$ cat config.mk
export PLATFORM = sky130hd
export DESIGN_NAME = spt_top
export DESIGN_NICKNAME = d
export VERILOG_FILES = /design/src/include/spt_pkg.sv /design/src/logic/spt_top.sv
export VERILOG_INCLUDE_DIRS = /design/src /design/src/include
export SDC_FILE = /design/constraint.sdc
export NUM_CORES = 1
export LEC_CHECK = 0
export BUFFER_PORTS_ARGS = -buffer_cell sky130_fd_sc_hd__buf_2
export CAP_MARGIN = 25
export CORE_MARGIN = 2
export CORE_UTILIZATION = 35
export DETAILED_ROUTE_END_ITERATION = 8
export SLEW_MARGIN = 30
export SYNTH_ARGS = -nofsm -noshare
export SYNTH_HDL_FRONTEND = slang
export SYNTH_SLANG_ARGS = --single-unit
$ cat constraint.sdc
create_clock -name clk_sys -period 3.24 [get_ports clk_sys]
set_input_delay 0.972 -clock clk_sys [delete_from_list [all_inputs] [get_ports clk_sys]]
set_output_delay 0.972 -clock clk_sys [all_outputs]
set_load 0.01 [all_outputs]
$ cat src/include/spt_regs.svh
// register map, field positions, reset values and counts of the protection timers
`ifndef SPT_REGS_SVH
`define SPT_REGS_SVH

// byte offsets within the block window
`define SPT_ADDR_PROT 8'h00
`define SPT_ADDR_WDVEC 8'h04
`define SPT_ADDR_PIC 8'h08
`define SPT_ADDR_PIT 8'h0c
`define SPT_ADDR_SVC 8'h10
`define SPT_ADDR_CAUSE 8'h14

// protection_control fields
`define SPT_PROT_WE 7
`define SPT_PROT_RSEL 6
`define SPT_PROT_WDT 5:4
`define SPT_PROT_DBF 3
`define SPT_PROT_EBM 2
`define SPT_PROT_BMT 1:0
`define SPT_PROT_RESET 8'h00

// periodic_irq_control fields
`define SPT_PIC_LEVEL 10:8
`define SPT_PIC_VECTOR 7:0
`define SPT_PIC_LEVEL_RESET 3'h0
`define SPT_PIC_VECTOR_RESET 8'h00

// periodic_timer fields
`define SPT_PIT_SWP 9
`define SPT_PIT_PTP 8
`define SPT_PIT_COUNT 7:0
`define SPT_PIT_COUNT_RESET 8'h00

// reset cause fields
`define SPT_CAUSE_LOC 0
`define SPT_CAUSE_SYS 1

`define SPT_WDVEC_RESET 8'h0f
`define SPT_VEC_NONE 8'h0f
`define SPT_SVC_KEY1 8'h55
`define SPT_SVC_KEY2 8'haa
`define SPT_WD_LEVEL 3'h7

// 512-clock prescaler, bus monitor base and external reset length
`define SPT_PRESC_MAX 9'h1ff
`define SPT_BM_BASE 10'd512
`define SPT_EXT_RST_CYCLES 10'd512
`define SPT_STRAP_TAKE 2'h2
`define SPT_STRAP_DONE 2'h3

`endif

$ cat src/include/spt_pkg.sv
// types shared by the protection timer block
package spt_pkg;

    typedef struct packed {
        logic cyc;
        logic stb;
        logic we;
        logic [31:0] adr;
        logic [3:0] sel;
        logic [31:0] dat;
    } spt_wb_req_type;

    typedef struct packed {
        logic ack;
        logic [31:0] dat;
    } spt_wb_rsp_type;

    typedef struct packed {
        logic valid;
        logic [2:0] level;
    } spt_iack_req_type;

    typedef struct packed {
        logic ack;
        logic [7:0] vector;
    } spt_iack_rsp_type;

    typedef enum logic [0:0] {
        SPT_SVC_IDLE = 1'b0,
        SPT_SVC_ARMED = 1'b1
    } spt_svc_type;

    typedef struct packed {
        logic wb_ack;
        logic [31:0] rdata;
        logic [7:0] prot;
        logic prot_written;
        logic [7:0] wd_vector;
        logic [2:0] pic_level;
        logic [7:0] pic_vector;
        logic wd_prescale;
        logic pit_prescale;
        logic [7:0] pit_count;
        logic wd_act_prescale;
        logic [1:0] wd_act_timing;
        spt_svc_type svc;
        logic [8:0] wd_presc;
        logic [15:0] wd_cnt;
        logic [8:0] pit_presc;
        logic [7:0] pit_cnt;
        logic [9:0] bm_cnt;
        logic wd_pending;
        logic pit_pending;
        logic iack_ack;
        logic [7:0] iack_vector;
        logic loss_s1;
        logic loss_s2;
        logic loss_q;
        logic mode_s1;
        logic mode_s2;
        logic [1:0] strap_cnt;
        logic loc_cause;
        logic sys_cause;
        logic sys_rst_req;
        logic [9:0] ext_rst_cnt;
        logic bus_error;
    } spt_state_type;

endpackage

$ cat src/logic/spt_top.sv
// protection timers: watchdog, bus monitors, periodic timer, reset causes
//
// Local design decisions: the register addresses and register access over Wishbone.
`include "spt_regs.svh"

module spt_top #(
    parameter int WD_BASE_EXP = 9
) (
    input wire logic clk_sys,
    input wire logic rstn,
    input wire spt_pkg::spt_wb_req_type wb_req,
    output spt_pkg::spt_wb_rsp_type wb_rsp,
    input wire spt_pkg::spt_iack_req_type iack_req,
    output spt_pkg::spt_iack_rsp_type iack_rsp,
    output logic [2:0] irq_level,
    input wire logic clock_mode_pin,
    input wire logic clock_loss_pin,
    input wire logic clock_loss_reset_enable,
    input wire logic osc_loop_enable,
    input wire logic reset_instr,
    input wire logic ext_cycle_active,
    input wire logic double_fault,
    output logic bus_error,
    output logic system_reset_req,
    output logic external_reset,
    output logic peripheral_reset,
    output logic clock_loss_cause,
    output logic software_reset_cause
);
    import spt_pkg::*;

    spt_state_type state;
    spt_state_type next_state;
    logic wb_go;
    logic wb_wr;
    logic [7:0] wb_addr;
    logic [15:0] merged;
    logic wd_tick;
    logic wd_timeout;
    logic pit_tick;
    logic pit_event;
    logic service;

    function automatic logic [15:0] spt_merge16(input logic [15:0] old,
                                                input logic [31:0] dat,
                                                input logic [3:0] sel);
        logic [15:0] res;
        res = old;
        if (sel[0]) begin
            res[7:0] = dat[7:0];
        end
        if (sel[1]) begin
            res[15:8] = dat[15:8];
        end
        return res;
    endfunction

    // terminal count of the watchdog, in watchdog ticks
    function automatic logic [15:0] spt_wd_limit(input logic [1:0] timing);
        logic [31:0] one;
        one = 32'h1;
        return 16'((one << (WD_BASE_EXP + 2 * int'(timing))) - one);
    endfunction

    // terminal count of the bus monitor
    function automatic logic [9:0] spt_bm_limit(input logic [1:0] timing);
        return (`SPT_BM_BASE >> timing) - 10'h1;
    endfunction

    assign wb_go = wb_req.cyc && wb_req.stb && !state.wb_ack;
    assign wb_wr = wb_go && wb_req.we;
    assign wb_addr = wb_req.adr[7:0];

    always_comb begin
        next_state = state;
        merged = 16'h0;
        wd_tick = 1'b0;
        wd_timeout = 1'b0;
        pit_tick = 1'b0;
        pit_event = 1'b0;
        service = 1'b0;

        // one-cycle pulses
        next_state.sys_rst_req = 1'b0;
        next_state.bus_error = 1'b0;
        next_state.iack_ack = 1'b0;

        // synchronisers for the two pins
        next_state.loss_s1 = clock_loss_pin;
        next_state.loss_s2 = state.loss_s1;
        next_state.loss_q = state.loss_s2;
        next_state.mode_s1 = clock_mode_pin;
        next_state.mode_s2 = state.mode_s1;

        // register reads
        next_state.wb_ack = wb_go;
        next_state.rdata = 32'h0;
        if (wb_go && !wb_req.we) begin
            unique case (wb_addr)
                `SPT_ADDR_PROT: next_state.rdata = {24'h0, state.prot};
                `SPT_ADDR_WDVEC: next_state.rdata = {24'h0, state.wd_vector};
                `SPT_ADDR_PIC: begin
                    next_state.rdata = {21'h0, state.pic_level, state.pic_vector};
                end
                `SPT_ADDR_PIT: begin
                    next_state.rdata = {22'h0, state.wd_prescale, state.pit_prescale,
                                        state.pit_count};
                end
                `SPT_ADDR_SVC: next_state.rdata = 32'h0;
                `SPT_ADDR_CAUSE: begin
                    next_state.rdata = {30'h0, state.sys_cause, state.loc_cause};
                end
                default: next_state.rdata = 32'h0;
            endcase
        end

        // interrupt acknowledge; cleared here so a same-cycle set below wins
        if (iack_req.valid && !state.iack_ack) begin
            next_state.iack_ack = 1'b1;
            next_state.iack_vector = `SPT_VEC_NONE;
            if (state.wd_pending && iack_req.level == `SPT_WD_LEVEL) begin
                next_state.iack_vector = state.wd_vector;
                next_state.wd_pending = 1'b0;
            end else if (state.pit_pending && iack_req.level == state.pic_level) begin
                next_state.iack_vector = state.pic_vector;
                next_state.pit_pending = 1'b0;
            end
        end

        // register writes
        if (wb_wr) begin
            unique case (wb_addr)
                `SPT_ADDR_PROT: begin
                    if (!state.prot_written && wb_req.sel[0]) begin
                        next_state.prot = wb_req.dat[7:0];
                        next_state.prot_written = 1'b1;
                    end
                end
                `SPT_ADDR_WDVEC: begin
                    if (wb_req.sel[0]) begin
                        next_state.wd_vector = wb_req.dat[7:0];
                    end
                end
                `SPT_ADDR_PIC: begin
                    merged = spt_merge16({5'h0, state.pic_level, state.pic_vector},
                                         wb_req.dat, wb_req.sel);
                    next_state.pic_level = merged[`SPT_PIC_LEVEL];
                    next_state.pic_vector = merged[`SPT_PIC_VECTOR];
                end
                `SPT_ADDR_PIT: begin
                    merged = spt_merge16({6'h0, state.wd_prescale, state.pit_prescale,
                                          state.pit_count}, wb_req.dat, wb_req.sel);
                    next_state.wd_prescale = merged[`SPT_PIT_SWP];
                    next_state.pit_prescale = merged[`SPT_PIT_PTP];
                    next_state.pit_count = merged[`SPT_PIT_COUNT];
                end
                `SPT_ADDR_SVC: begin
                    if (wb_req.sel[0]) begin
                        if (wb_req.dat[7:0] == `SPT_SVC_KEY1) begin
                            next_state.svc = SPT_SVC_ARMED;
                        end else if (wb_req.dat[7:0] == `SPT_SVC_KEY2 &&
                                     state.svc == SPT_SVC_ARMED) begin
                            next_state.svc = SPT_SVC_IDLE;
                            service = 1'b1;
                        end else begin
                            next_state.svc = SPT_SVC_IDLE;
                        end
                    end
                end
                default: begin
                end
            endcase
        end

        // software watchdog
        if (state.prot[`SPT_PROT_WE]) begin
            next_state.wd_presc = state.wd_presc + 9'h1;
            wd_tick = !state.wd_act_prescale || state.wd_presc == `SPT_PRESC_MAX;
            if (wd_tick) begin
                if (state.wd_cnt == spt_wd_limit(state.wd_act_timing)) begin
                    next_state.wd_cnt = 16'h0;
                    wd_timeout = 1'b1;
                end else begin
                    next_state.wd_cnt = state.wd_cnt + 16'h1;
                end
            end
        end else begin
            next_state.wd_cnt = 16'h0;
            next_state.wd_presc = 9'h0;
        end
        if (service) begin
            next_state.wd_cnt = 16'h0;
            next_state.wd_presc = 9'h0;
            next_state.wd_act_prescale = state.wd_prescale;
            next_state.wd_act_timing = state.prot[`SPT_PROT_WDT];
            wd_timeout = 1'b0;
        end
        if (wd_timeout) begin
            if (state.prot[`SPT_PROT_RSEL]) begin
                next_state.sys_rst_req = 1'b1;
                next_state.loc_cause = 1'b0;
                next_state.sys_cause = 1'b0;
            end else begin
                next_state.wd_pending = 1'b1;
            end
        end

        // periodic timer, counting whatever the level field holds
        next_state.pit_presc = state.pit_presc + 9'h1;
        pit_tick = !state.pit_prescale || state.pit_presc == `SPT_PRESC_MAX;
        if (state.pit_count == 8'h0) begin
            next_state.pit_cnt = 8'h0;
        end else if (pit_tick) begin
            if (state.pit_cnt <= 8'h1) begin
                next_state.pit_cnt = state.pit_count;
                pit_event = 1'b1;
            end else begin
                next_state.pit_cnt = state.pit_cnt - 8'h1;
            end
        end
        if (wb_wr && wb_addr == `SPT_ADDR_PIT) begin
            next_state.pit_cnt = merged[`SPT_PIT_COUNT];
        end
        if (pit_event && state.pic_level != 3'h0) begin
            next_state.pit_pending = 1'b1;
        end

        // bus monitor on internal-to-external cycles
        if (ext_cycle_active && state.prot[`SPT_PROT_EBM]) begin
            if (state.bm_cnt == spt_bm_limit(state.prot[`SPT_PROT_BMT])) begin
                next_state.bm_cnt = 10'h0;
                next_state.bus_error = 1'b1;
            end else begin
                next_state.bm_cnt = state.bm_cnt + 10'h1;
            end
        end else begin
            next_state.bm_cnt = 10'h0;
        end

        // double bus fault monitor
        if (double_fault && state.prot[`SPT_PROT_DBF]) begin
            next_state.sys_rst_req = 1'b1;
            next_state.loc_cause = 1'b0;
            next_state.sys_cause = 1'b0;
        end

        // loss of clock reference
        if (state.loss_s2 && !state.loss_q && clock_loss_reset_enable && osc_loop_enable) begin
            next_state.sys_rst_req = 1'b1;
            next_state.loc_cause = 1'b1;
            next_state.sys_cause = 1'b0;
        end

        // reset instruction: outside reset only, configuration kept
        if (state.ext_rst_cnt != 10'h0) begin
            next_state.ext_rst_cnt = state.ext_rst_cnt - 10'h1;
        end
        if (reset_instr) begin
            next_state.ext_rst_cnt = `SPT_EXT_RST_CYCLES;
            next_state.sys_cause = 1'b1;
            next_state.loc_cause = 1'b0;
        end

        // strap capture of the prescale defaults after reset release
        if (state.strap_cnt != `SPT_STRAP_DONE) begin
            next_state.strap_cnt = state.strap_cnt + 2'h1;
        end
        if (state.strap_cnt == `SPT_STRAP_TAKE) begin
            next_state.wd_prescale = !state.mode_s2;
            next_state.wd_act_prescale = !state.mode_s2;
            next_state.pit_prescale = !state.mode_s2;
        end
    end

    always_ff @(posedge clk_sys or negedge rstn) begin
        if (!rstn) begin
            state <= '0;
            state.prot <= `SPT_PROT_RESET;
            state.wd_vector <= `SPT_WDVEC_RESET;
            state.pic_level <= `SPT_PIC_LEVEL_RESET;
            state.pic_vector <= `SPT_PIC_VECTOR_RESET;
            state.pit_count <= `SPT_PIT_COUNT_RESET;
            state.iack_vector <= `SPT_VEC_NONE;
            state.svc <= SPT_SVC_IDLE;
        end else begin
            state <= next_state;
        end
    end

    assign wb_rsp.ack = state.wb_ack;
    assign wb_rsp.dat = state.rdata;
    assign iack_rsp.ack = state.iack_ack;
    assign iack_rsp.vector = state.iack_vector;
    assign irq_level = state.wd_pending ? `SPT_WD_LEVEL :
                       (state.pit_pending ? state.pic_level : 3'h0);
    assign bus_error = state.bus_error;
    assign system_reset_req = state.sys_rst_req;
    assign external_reset = state.ext_rst_cnt != 10'h0;
    assign peripheral_reset = state.ext_rst_cnt != 10'h0;
    assign clock_loss_cause = state.loc_cause;
    assign software_reset_cause = state.sys_cause;

endmodule // spt_top

After elaboration in Yosys (flattened, before gate mapping)
Cells that the tools add are included.
{"block": "word_totals", "out_inout_bits": 51, "ff_bits": 159, "elab_cells": 166, "inputBits": 84}
{"block": "op_classes", "eq_ne": 17, "order_cmp": 1, "n_addsub": 10, "muxes": 56, "shifts": 2, "n_reduce_logical": 47}
{"cell": "8-bit two-way mux", "count": 9}
{"cell": "10-bit two-way mux", "count": 6}
{"cell": "11-bit one-hot mux with 5 select lines", "count": 1}
{"cell": "25-bit two-way mux", "count": 2}
{"cell": "16-bit two-way mux", "count": 2}
{"cell": "32-bit two-way mux", "count": 1}
{"cell": "3-bit two-way mux", "count": 8}
{"cell": "1-bit two-way mux", "count": 22}
{"cell": "10-bit by 1-bit subtractor with 10-bit output, second input constant", "count": 2}
{"cell": "9-bit by 1-bit adder with 9-bit output, second input constant", "count": 2}
{"cell": "9-bit equality test, second input constant", "count": 2}
{"cell": "16-bit by 1-bit adder with 16-bit output, second input constant", "count": 1}
{"cell": "16-bit equality test", "count": 1}
{"cell": "8-bit by 4-bit equality test with 1-bit output, second input constant", "count": 2}
{"cell": "8-bit by 5-bit equality test with 1-bit output, second input constant", "count": 2}
{"cell": "1-bit logical AND", "count": 16}
{"cell": "8-bit logical NOT", "count": 2}
{"cell": "8-bit one-hot mux with 2 select lines", "count": 1}
{"cell": "1-bit by 5-bit << shifter with 16-bit output, first input constant", "count": 1}
{"cell": "16-bit by 1-bit subtractor with 16-bit output, second input constant", "count": 1}
{"cell": "3-bit AND reduction", "count": 4}
{"cell": "2-bit nonzero test", "count": 6}
{"cell": "11-bit two-way mux", "count": 1}
{"cell": "10-bit by 1-bit adder with 10-bit output, second input constant", "count": 1}
{"cell": "22 further kinds", "count": 37}

Longest topological paths before layout
Gate-level depths: netlist (run 1).
{"block": "depth", "word_depth": 12, "mapped_depth": 11, "depth_no_buf": 10}

Worst setup path before layout (run 1)
OpenSTA, ideal clock, no wires.
{"block": "synth_timing", "path_type": "in2reg", "from": "input wb_req[41] (netlist name)", "to": "register state[106] (netlist name)", "stages": 6, "t_arrival_ns": 2.434, "path_buffers": 1, "slack_ns": 0.681, "t_required_ns": 3.115, "path_cell_list": "nor4_1 nand3_1 nor2_1 buf_2 and3_1 mux2_2"}
{"block": "synth_between", "elab_chain_cells": 2}
{"item": "start: declaration", "line": "spt_top.sv:11", "rtl": "input wire spt_pkg::spt_wb_req_type wb_req,"}
{"item": "8-bit by 4-bit equality test with 1-bit output", "line": "spt_top.sv:132", "rtl": "unique case (wb_addr)"}
{"item": "2-bit AND reduction (no source line)"}
{"item": "end signal: assignment", "line": "spt_top.sv:286", "rtl": "state <= next_state;"}
{"item": "end: declaration", "line": "spt_top.sv:32", "rtl": "spt_state_type state;"}
No other way between the ends.
A chain may end at the register's enable or synchronous reset.

Worst setup path in the final report (run 1)
{"block": "layout_timing", "from": "register state[1] (netlist name)", "to": "output external_reset"}
{"block": "layout_between", "elab_chain_cells": 1}
{"item": "10-bit nonzero test", "line": "spt_top.sv:298", "rtl": "assign external_reset = state.ext_rst_cnt != 10'h0;"}
{"item": "end: declaration", "line": "spt_top.sv:25", "rtl": "output logic external_reset,"}
No other way between the ends.

==> impl_metrics.py, run 1 <==
metrics = {
    "drt": {
        "wl_um": 15500,
        "first_iter_violations": 352,
        "vias": 4950,
        "route.detailed.drc": 0,
        "wire_per_inst_um": 15.7,
        "vias_per_cell": 5.01,
        "postRouteAntennaNets": 0,
        "first_pass_iters": 5,
    },
    "yosys": {
        "yosysSeqAreaShare": 0.498,
        "async_flop_share": 1.00,
        "synthCells": 654,
        "ys_seq_elements": 138,
        "synth_flop_cell": "dfrtp_1",
        "yosysMostFrequentCell": "dfrtp_1",
        "yosys-top-cells-area": "dfrtp_1, mux2_2, buf_4, dfstp_2, nor2_1",
        "synth_top_cell_by_area": "dfrtp_1",
        "synth_edf_count": 0,
        "synthesis.area_sq_um": 6950,
        "syn_avg_cell_area_sq_um": 10.6,
        "yosys_warnings": 0,
        "synth_common_cells": "dfrtp_1, nor2_1, nand2_1, buf_4, mux2_2",
        "synth_top_area_share": 0.468,
        "synth_cell_types": 66,
    },
    "cells_and_area": {
        "final_cells": 988,
        "finalCoreUtilization": 0.412,
        "diodes": 0,
        "final_area_sq_um": 8010,
        "finalNetCount": 805,
        "nFillCells": 1877,
        "area_growth_syn_to_layout_pct": 15.2,
        "final_layout_size_suffix_gt1_frac": 0.248,
    },
    "placed_design": {
        "placed_cells": 956,
        "portBuffers": 66,
        "placed_cell_area_sq_um": 7390,
        "gp_congestion": 0.769,
        "dp_hpwl_um": 11100,
    },
    "sta": {
        "period_share": 0.903,
        "worst_slew_pin_slew_ns": 0.795,
        "relSlewSlack": 0.469,
        "tns_ns": 0,
        "setup_viol": 0,
        "fmax_mhz": 342,
        "skew_ns": 0.00735,
        "rsz0062_at_grt": "no",
        "min_period_ns": 2.93,
        "hold_violations": 0,
        "finalMaxSlewViolations": 0,
    },
    "critical_path": {
        "cp-start-kind": "flop",
        "reg2reg_from": "state[75]$_DFF_PN0_",
        "required_ns": 2.27,
        "startpoint": "state[1]$_DFFE_PN0P_",
        "r2r_cells": 10,
        "worstPathMaxFanout": 8,
        "critPathCapture": "external_reset",
        "timing.reg2reg.setup_slack_ns": 0.68,
        "crit_type": "reg2out",
        "cp-end-kind": "output pin",
        "worstPathArrival_ns": 1.96,
        "reg2reg_to": "state[66]$_DFFE_PN0P_",
    },
    "floorplanning": {
        "top_level_ports": 135,
        "die_x_um": 145,
        "core.rowCount": 51,
        "initial_utilization": 0.357,
        "die_h_um": 145,
        "core_sq_um": 19500,
        "die_area_sq_um": 21000,
    },
    "clocking": {
        "cts_max_level": 4,
        "cts_tree": "built",
        "clk_path_buf_depth": 2,
        "hold_buffers": 0,
        "clkTransAtPathRegs_ns": 0.06,
        "post-cts-setup-buffer-count": 0,
        "cts_buffers": 17,
        "cts-root-buf": "clkbuf_16",
        "cts-resized-gates": 0,
        "cts_sinks": 138,
        "insertion_delay_ns": 0.42,
    },
    "power_and_ir_drop": {
        "swShare": 0.242,
        "comb_power_share": 0.097,
        "power_density_nw_per_um2": 538,
        "internal_power_uw": 3270,
        "power_frac_seq": 0.432,
        "leakagePower_uw": 0.00371,
        "pwr-share-clk": 0.470,
        "vdd_ir_drop_max_mv": 0.242,
        "switchingPower_uw": 1040,
    },
    "grt": {
        "grt_max_degree": 61,
        "antenna_found_initial": 1,
        "grt_pass1_vias": 4864,
        "grt_use_total": 0.153,
        "grt-ovfl-total": 0,
        "grt_first_pass_wirelength_um": 25600,
    },
    "hold_path": {
        "hold_class": "reg2reg",
    },
    "flow_run": {
        "max_cap_viol_count": 0,
    },
    "run_status": {
        "status": "completed",
    },
}
==> power by group through the flow <==
stage / combinational [uW] / clock [uW] / sequential (uW)
6_report: 419 / 2030 / 1860
5_1_grt: 470 / 2150 / 1870
4_1_cts: 424 / 2070 / 1860
3_5_place_dp: 421 / 0 / 1890
3_3_place_gp: 415 / 0 / 1890
2_1_floorplan: 313 / 0 / 1880
==> flip-flops by register name, indices dropped and copies added, names as in the netlist <==
signal	cells
iack_rsp	9
system_reset_req	1
clock_loss_cause	1
state	110
bus_error	1
next_state	3
wb_rsp	12
software_reset_cause	1
==> cells by family after synthesis <==
group	Yosys count	share of synthesized area
simple gates	222	0.169
flops	138	0.498
compound gates	109	0.108
buf+inv	80	0.0702
mux	54	0.0853
xor+xnor	39	0.0491
fa+ha+maj	11	0.0198
other cells	1	0.000539
==> cell usage in the layout, fill, tap and decap left out, types with 6 or more instances in the layout <==
cell,count
nand2_1,46
xor2_1,21
and3_1,13
a21oi_1,22
a22oi_1,12
and2_1,7
nor3_1,13
ha_1,11
buf_4,13
clkbuf_16,17
nand4_1,8
buf_2,65
o21ai_0,26
mux2i_1,12
dfstp_2,8
dfrtp_1,130
o22ai_1,10
xnor2_1,18
conb_1,21
mux2_2,42
nor4_1,10
nand3_1,25
nor2_1,53
inv_1,17
and4_1,6
==> worst max-delay path: stages, from the launching register on <==
cell	delay (ns)
dfrtp_1	0.41
inv_1	0.07
ha_1	0.19
nor3b_1	0.26
nand4b_1	0.34
buf_2	0.26
==> how the worst min path moves through the flow <==
stage	cells past startpoint	endpoint	slack (ns)	startpoint
6_report	0	state[16]$_DFF_PN0_	0.35	next_state[16]$_DFF_PN0_
2_1_floorplan	0	next_state[18]$_DFF_PN0_	0.33	next_state[19]$_DFF_PN0_
4_1_cts	0	state[16]$_DFF_PN0_	0.35	next_state[16]$_DFF_PN0_
5_1_grt	0	next_state[18]$_DFF_PN0_	0.36	next_state[19]$_DFF_PN0_
3_5_place_dp	0	state[16]$_DFF_PN0_	0.34	next_state[16]$_DFF_PN0_
3_3_place_gp	0	next_state[18]$_DFF_PN0_	0.33	next_state[19]$_DFF_PN0_
==> metrics by stage <==
stage | power (uW) | hold slack, ns | setup slack (ns)
after floorplan | 2190 | 0.331 | 0.681
after global placement | 2310 | 0.334 | 0.182
after detailed placement | 2310 | 0.337 | 0.232
after CTS | 4360 | 0.350 | 0.281
after global routing | 4490 | 0.356 | 0.155
final | 4310 | 0.348 | 0.313
==> routing by layer <==
layer  vias up  global-route usage  part of all wire
met5         -                   0           0.00084
met4         2              0.0564             0.015
met3        14              0.0374             0.039
met2       101               0.248              0.49
met1      2450               0.200              0.45
li1       2383                   -                 -
==> layout make-up <==
class | count | area [sq um] | area share
Sequential cell | 138 | 3460 | 0.432
Multi-Input combinational cell | 456 | 3080 | 0.384
Clock buffer | 21 | 480 | 0.0600
Timing Repair Buffer | 80 | 454 | 0.0567
Tap cell | 265 | 332 | 0.0414
Clock inverter | 11 | 141 | 0.0176
Inverter | 17 | 63.8 | 0.00797
Power figures use the tool's default switching activity.
==> run 2, diff against run 1 <==
--- a/config.mk
+++ b/config.mk
@@ -11,6 +11,9 @@
 export CORE_MARGIN = 2
 export CORE_UTILIZATION = 35
 export DETAILED_ROUTE_END_ITERATION = 8
+export GPL_ROUTABILITY_DRIVEN = 0
+export HOLD_SLACK_MARGIN = 0.05
+export REMOVE_ABC_BUFFERS = 1
 export SLEW_MARGIN = 30
 export SYNTH_ARGS = -nofsm -noshare
 export SYNTH_HDL_FRONTEND = slang
==> run 2 against run 1 <==
Wire length increased by 2.5%. Global-route usage is 0.26 points higher. Cell count is 0.10% higher. Largest cell class unchanged. Largest power group unchanged.
==> impl_metrics.py, run 2 (same netlist as run 1, synthesis figures left out) <==
metrics = {
    "critical_path": {
        "crit_type": "reg2out",
        "cpPeakStageDelay_ns": 0.41,
        "path_cells": "inv_1 > ha_1 > nor3b_1 > nand4b_1 > buf_2",
        "timing.reg2reg.setup_slack_ns": 0.67,
        "crit_slowest_cell": "dfrtp_1",
        "reg2reg_from": "state[75]$_DFF_PN0_",
        "worstPathArrival_ns": 1.74,
        "required_ns": 2.27,
        "cp-start-kind": "flop",
        "reg2reg_to": "state[66]$_DFFE_PN0P_",
        "cp-end-kind": "output pin",
        "worstPathMaxFanout": 4,
        "r2r_cells": 10,
    },
    "floorplanning": {
        "initial_utilization": 0.357,
        "die_h_um": 145,
        "die_x_um": 145,
        "top_level_ports": 135,
        "die_area_sq_um": 21000,
        "core.rowCount": 51,
        "core_sq_um": 19500,
    },
    "clocking": {
        "hold_buffers": 0,
        "cts-root-buf": "clkbuf_16",
        "insertion_delay_ns": 0.42,
        "post-cts-setup-buffer-count": 0,
        "cts-resized-gates": 0,
        "clkTransAtPathRegs_ns": 0.06,
        "cts_max_level": 4,
        "cts_tree": "built",
        "cts_sinks": 138,
        "clk_path_buf_depth": 2,
        "cts_buffers": 17,
    },
    "drt": {
        "route.detailed.drc": 0,
        "wire_per_inst_um": 16.1,
        "vias_per_cell": 5.01,
        "first_pass_iters": 5,
        "first_iter_violations": 308,
        "vias": 4958,
        "postRouteAntennaNets": 0,
        "wl_um": 15900,
    },
    "grt": {
        "grt-ovfl-total": 0,
        "grt_pass1_vias": 4814,
        "antenna_found_initial": 0,
        "grt_max_degree": 67,
        "grt_use_total": 0.156,
        "grt_first_pass_wirelength_um": 25900,
    },
    "cells_and_area": {
        "final_area_sq_um": 8000,
        "largest_reg_flops": 110,
        "area_growth_syn_to_layout_pct": 15.1,
        "final_cell_mix": "dfrtp_1, buf_2, nor2_1",
        "finalNetCount": 806,
        "multi_input_area_sq_um": 3080,
        "final_layout_size_suffix_gt1_frac": 0.247,
        "largest-register": "state",
        "nFillCells": 1906,
        "layout_commonest_cell": "dfrtp_1",
        "seqCellArea_sq_um": 3460,
        "diodes": 0,
    },
    "power_and_ir_drop": {
        "vdd_ir_drop_max_mv": 0.309,
        "p_total_uw": 4250,
        "leakagePower_uw": 0.00370,
        "power_density_nw_per_um2": 532,
    },
    "placed_design": {
        "placed_cell_area_sq_um": 7400,
        "dp_hpwl_um": 11400,
        "post-place-ws_ns": 0.289,
        "portBuffers": 66,
    },
    "run_status": {
        "status": "completed",
    },
    "sta": {
        "finalHoldWorstSlack_ns": 0.349,
        "relSlewSlack": 0.540,
        "hold_violations": 0,
        "fin_ws_ns": 0.530,
        "fmax_mhz": 369,
        "worst_slew_pin_slew_ns": 0.690,
        "setup_viol": 0,
        "tns_ns": 0,
        "finalMaxSlewViolations": 0,
        "min_period_ns": 2.71,
        "rsz0062_at_grt": "no",
        "period_share": 0.836,
        "skew_ns": 0.00719,
    },
    "hold_path": {
        "holdPathStages": 0,
        "hold_end": "state[16]$_DFF_PN0_",
        "hp-start": "next_state[16]$_DFF_PN0_",
        "hold_class": "reg2reg",
    },
    "flow_run": {
        "max_cap_viol_count": 0,
    },
}
==> run 2: per-layer routing <==
metal	vias to the layer above	wire length (um)	GRT usage
met4	0	236	0.0530
li1	2399	-	-
met5	-	0	0
met3	19	768	0.0355
met1	2426	7350	0.210
met2	114	7530	0.248
==> run 2: where the power goes <==
| group | internal [uW] | leakage (uW) | switching [uW] |
|---|---|---|---|
| sequential | 1800 | 0.00184 | 64.7 |
| clock | 1240 | 0.000288 | 726 |
| combinational | 179 | 0.00158 | 240 |
==> run 2: how the worst max path moves through the flow <==
stage,start,endpoint,slack (ns),cells after the start
4_1_cts,state[1]$_DFFE_PN0P_,peripheral_reset,0.48,5
3_3_place_gp,wb_req[41],state[113]$_DFFE_PN0P_,0.34,8
3_5_place_dp,wb_req[41],state[102]$_DFFE_PN0P_,0.29,7
5_1_grt,state[1]$_DFFE_PN0P_,external_reset,0.34,5
6_report,state[1]$_DFFE_PN0P_,peripheral_reset,0.53,5
2_1_floorplan,wb_req[41],state[100]$_DFFE_PN0P_,0.43,5
==> run 2: metrics by stage <==
step / cells / utilization
floorplan: 611 / -
global placement: 957 / 0.380
CTS: 989 / 0.411
finish: 989 / 0.411
global route: 989 / 0.411
detailed placement: 957 / 0.380
==> run 2: cell type report <==
class	count	area share
Inverter	17	0.00797
Tap cell	265	0.0414
Clock buffer	20	0.0571
Timing Repair Buffer	81	0.0577
Multi-Input combinational cell	456	0.384
Clock inverter	12	0.0186
Sequential cell	138	0.433
==> run 2: critical path: cells and delay by family (launching register included) <==
kind                     cells  cell delay, ns
adder cells (fa/ha/maj)      1            0.20
AND/OR/NAND/NOR              2            0.46
flip-flops                   1            0.41
buffers and inverters        2            0.26
==> run 3, diff against run 2 <==
==> constraint.sdc (replaced) <==
create_clock -name clk_sys -period 2.6 [get_ports clk_sys]
set_input_delay 0.78 -clock clk_sys [delete_from_list [all_inputs] [get_ports clk_sys]]
set_output_delay 0.78 -clock clk_sys [all_outputs]
set_load 0.01 [all_outputs]
==> run 3 against run 2 <==
Final area is 2.7% higher. Combinational power is 29% higher. Sequential share of layout area is 1.1 points lower.
==> impl_metrics.py, run 3 (same netlist as run 1, synthesis figures left out) <==
metrics = {
    "clocking": {
        "cts_sinks": 138,
        "insertion_delay_ns": 0.42,
        "cts-root-buf": "clkbuf_16",
        "cts_buffers": 17,
        "clkTransAtPathRegs_ns": 0.06,
        "cts_tree": "built",
        "clk_path_buf_depth": 2,
        "hold_buffers": 0,
        "cts_max_level": 4,
    },
    "sta": {
        "worst_slew_pin_slew_ns": 0.551,
        "skew_ns": 0.00856,
        "finalMaxSlewViolations": 0,
        "rsz0062_at_grt": "no",
        "hold_violations": 0,
        "setup_viol": 0,
        "relSlewSlack": 0.630,
        "min_period_ns": 2.45,
        "fin_ws_ns": 0.147,
        "fmax_mhz": 408,
        "period_share": 0.943,
    },
    "floorplanning": {
        "core_sq_um": 19500,
        "initial_utilization": 0.357,
        "die_h_um": 145,
        "die_x_um": 145,
        "core.rowCount": 51,
        "die_area_sq_um": 21000,
        "top_level_ports": 135,
    },
    "drt": {
        "wire_per_inst_um": 16.2,
        "first_pass_iters": 5,
        "vias": 5033,
        "route.detailed.drc": 0,
        "first_iter_violations": 224,
        "postRouteAntennaNets": 0,
        "vias_per_cell": 4.98,
        "wl_um": 16300,
    },
    "placed_design": {
        "post-place-ws_ns": 0.0122,
        "placed_cells": 977,
        "portBuffers": 66,
        "dp_hpwl_um": 11900,
    },
    "hold_path": {
        "hold_class": "in2async",
    },
    "critical_path": {
        "cp-end-kind": "output pin",
        "required_ns": 1.82,
        "worstPathMaxFanout": 4,
        "worstPathArrival_ns": 1.67,
        "timing.reg2reg.setup_slack_ns": 0.18,
        "reg2reg_to": "state[66]$_DFFE_PN0P_",
        "r2r_cells": 10,
        "cp-start-kind": "flop",
        "crit_type": "reg2out",
        "reg2reg_from": "state[75]$_DFF_PN0_",
    },
    "grt": {
        "grt_first_pass_wirelength_um": 26800,
        "grt_use_total": 0.161,
        "antenna_found_initial": 1,
        "grt-ovfl-total": 0,
        "grt_pass1_vias": 4974,
        "grt_max_degree": 51,
    },
    "flow_run": {
        "max_cap_viol_count": 0,
    },
    "power_and_ir_drop": {
        "power_density_nw_per_um2": 665,
        "leakagePower_uw": 0.00381,
        "vdd_ir_drop_max_mv": 0.368,
    },
    "run_status": {
        "status": "completed",
    },
    "cells_and_area": {
        "nFillCells": 1905,
        "final_cells": 1011,
        "largest_reg_flops": 110,
        "largest-register": "state",
        "final_cell_mix": "dfrtp_1, buf_2, nor2_1",
        "layout_commonest_cell": "dfrtp_1",
        "finalNetCount": 827,
        "area_growth_syn_to_layout_pct": 18.2,
        "final_layout_size_suffix_gt1_frac": 0.275,
    },
}
[run 3: repair_timing]
item,in CTS,in global routing
setup endpoints to repair,0,5
resized for setup,0,4
setup buffers,0,1
[run 3: critical path, stage by stage, from the launching register on]
cell,delay (ns)
dfrtp_1,0.42
inv_1,0.08
ha_1,0.20
nor3b_2,0.21
nand4b_1,0.16
buf_2,0.18
[run 3: worst max-delay path by stage]
stage / startpoint / slack, ns / cells after the start / end
3_5_place_dp: wb_req[41] / 0.01 / 9 / state[115]$_DFFE_PN0P_
6_report: state[1]$_DFFE_PN0P_ / 0.15 / 5 / external_reset
3_3_place_gp: wb_req[41] / 0.01 / 9 / state[114]$_DFFE_PN0P_
4_1_cts: state[1]$_DFFE_PN0P_ / 0.03 / 5 / external_reset
5_1_grt: state[1]$_DFFE_PN0P_ / 0.007 / 5 / external_reset
2_1_floorplan: wb_req[41] / -0.02 / 5 / state[100]$_DFFE_PN0P_
[run 3: per-stage QoR]
step	util	hold slack (ns)	total power [uW]	TNS [ns]	cell area, sq um
CTS	0.421	0.309	5520	0	8190
floorplan	-	0.331	2670	-0.143	6600
global route	0.422	0.329	5700	0	8220
finish	0.422	0.307	5470	0	8220
detailed placement	0.388	0.342	2910	0	7560
global placement	0.388	0.334	2890	0	7560
[run 3: power breakdown]
part           switching [uW]  internal (uW)
clock network             966           1630
registers                84.0           2240
logic                     305            237
[run 3: layout make-up]
type,instances,area [sq um],share of cell area
antenna,1,2.50,0.000305
clock buffer,18,439,0.0534
clock inverter,14,194,0.0236
inverter,17,63.8,0.00776
multi-input combinational,456,3090,0.376
sequential,138,3460,0.421
tap,265,332,0.0403
timing repair buffer,102,632,0.0769
[run 3: routing by layer]
metal  wire [um]  vias to the layer above  global-route usage
li1            -                     2446                   -
met1        7750                     2443               0.220
met2        7490                      124               0.252
met3         747                       20              0.0346
met4         350                        0              0.0609
met5           0                        -                   0
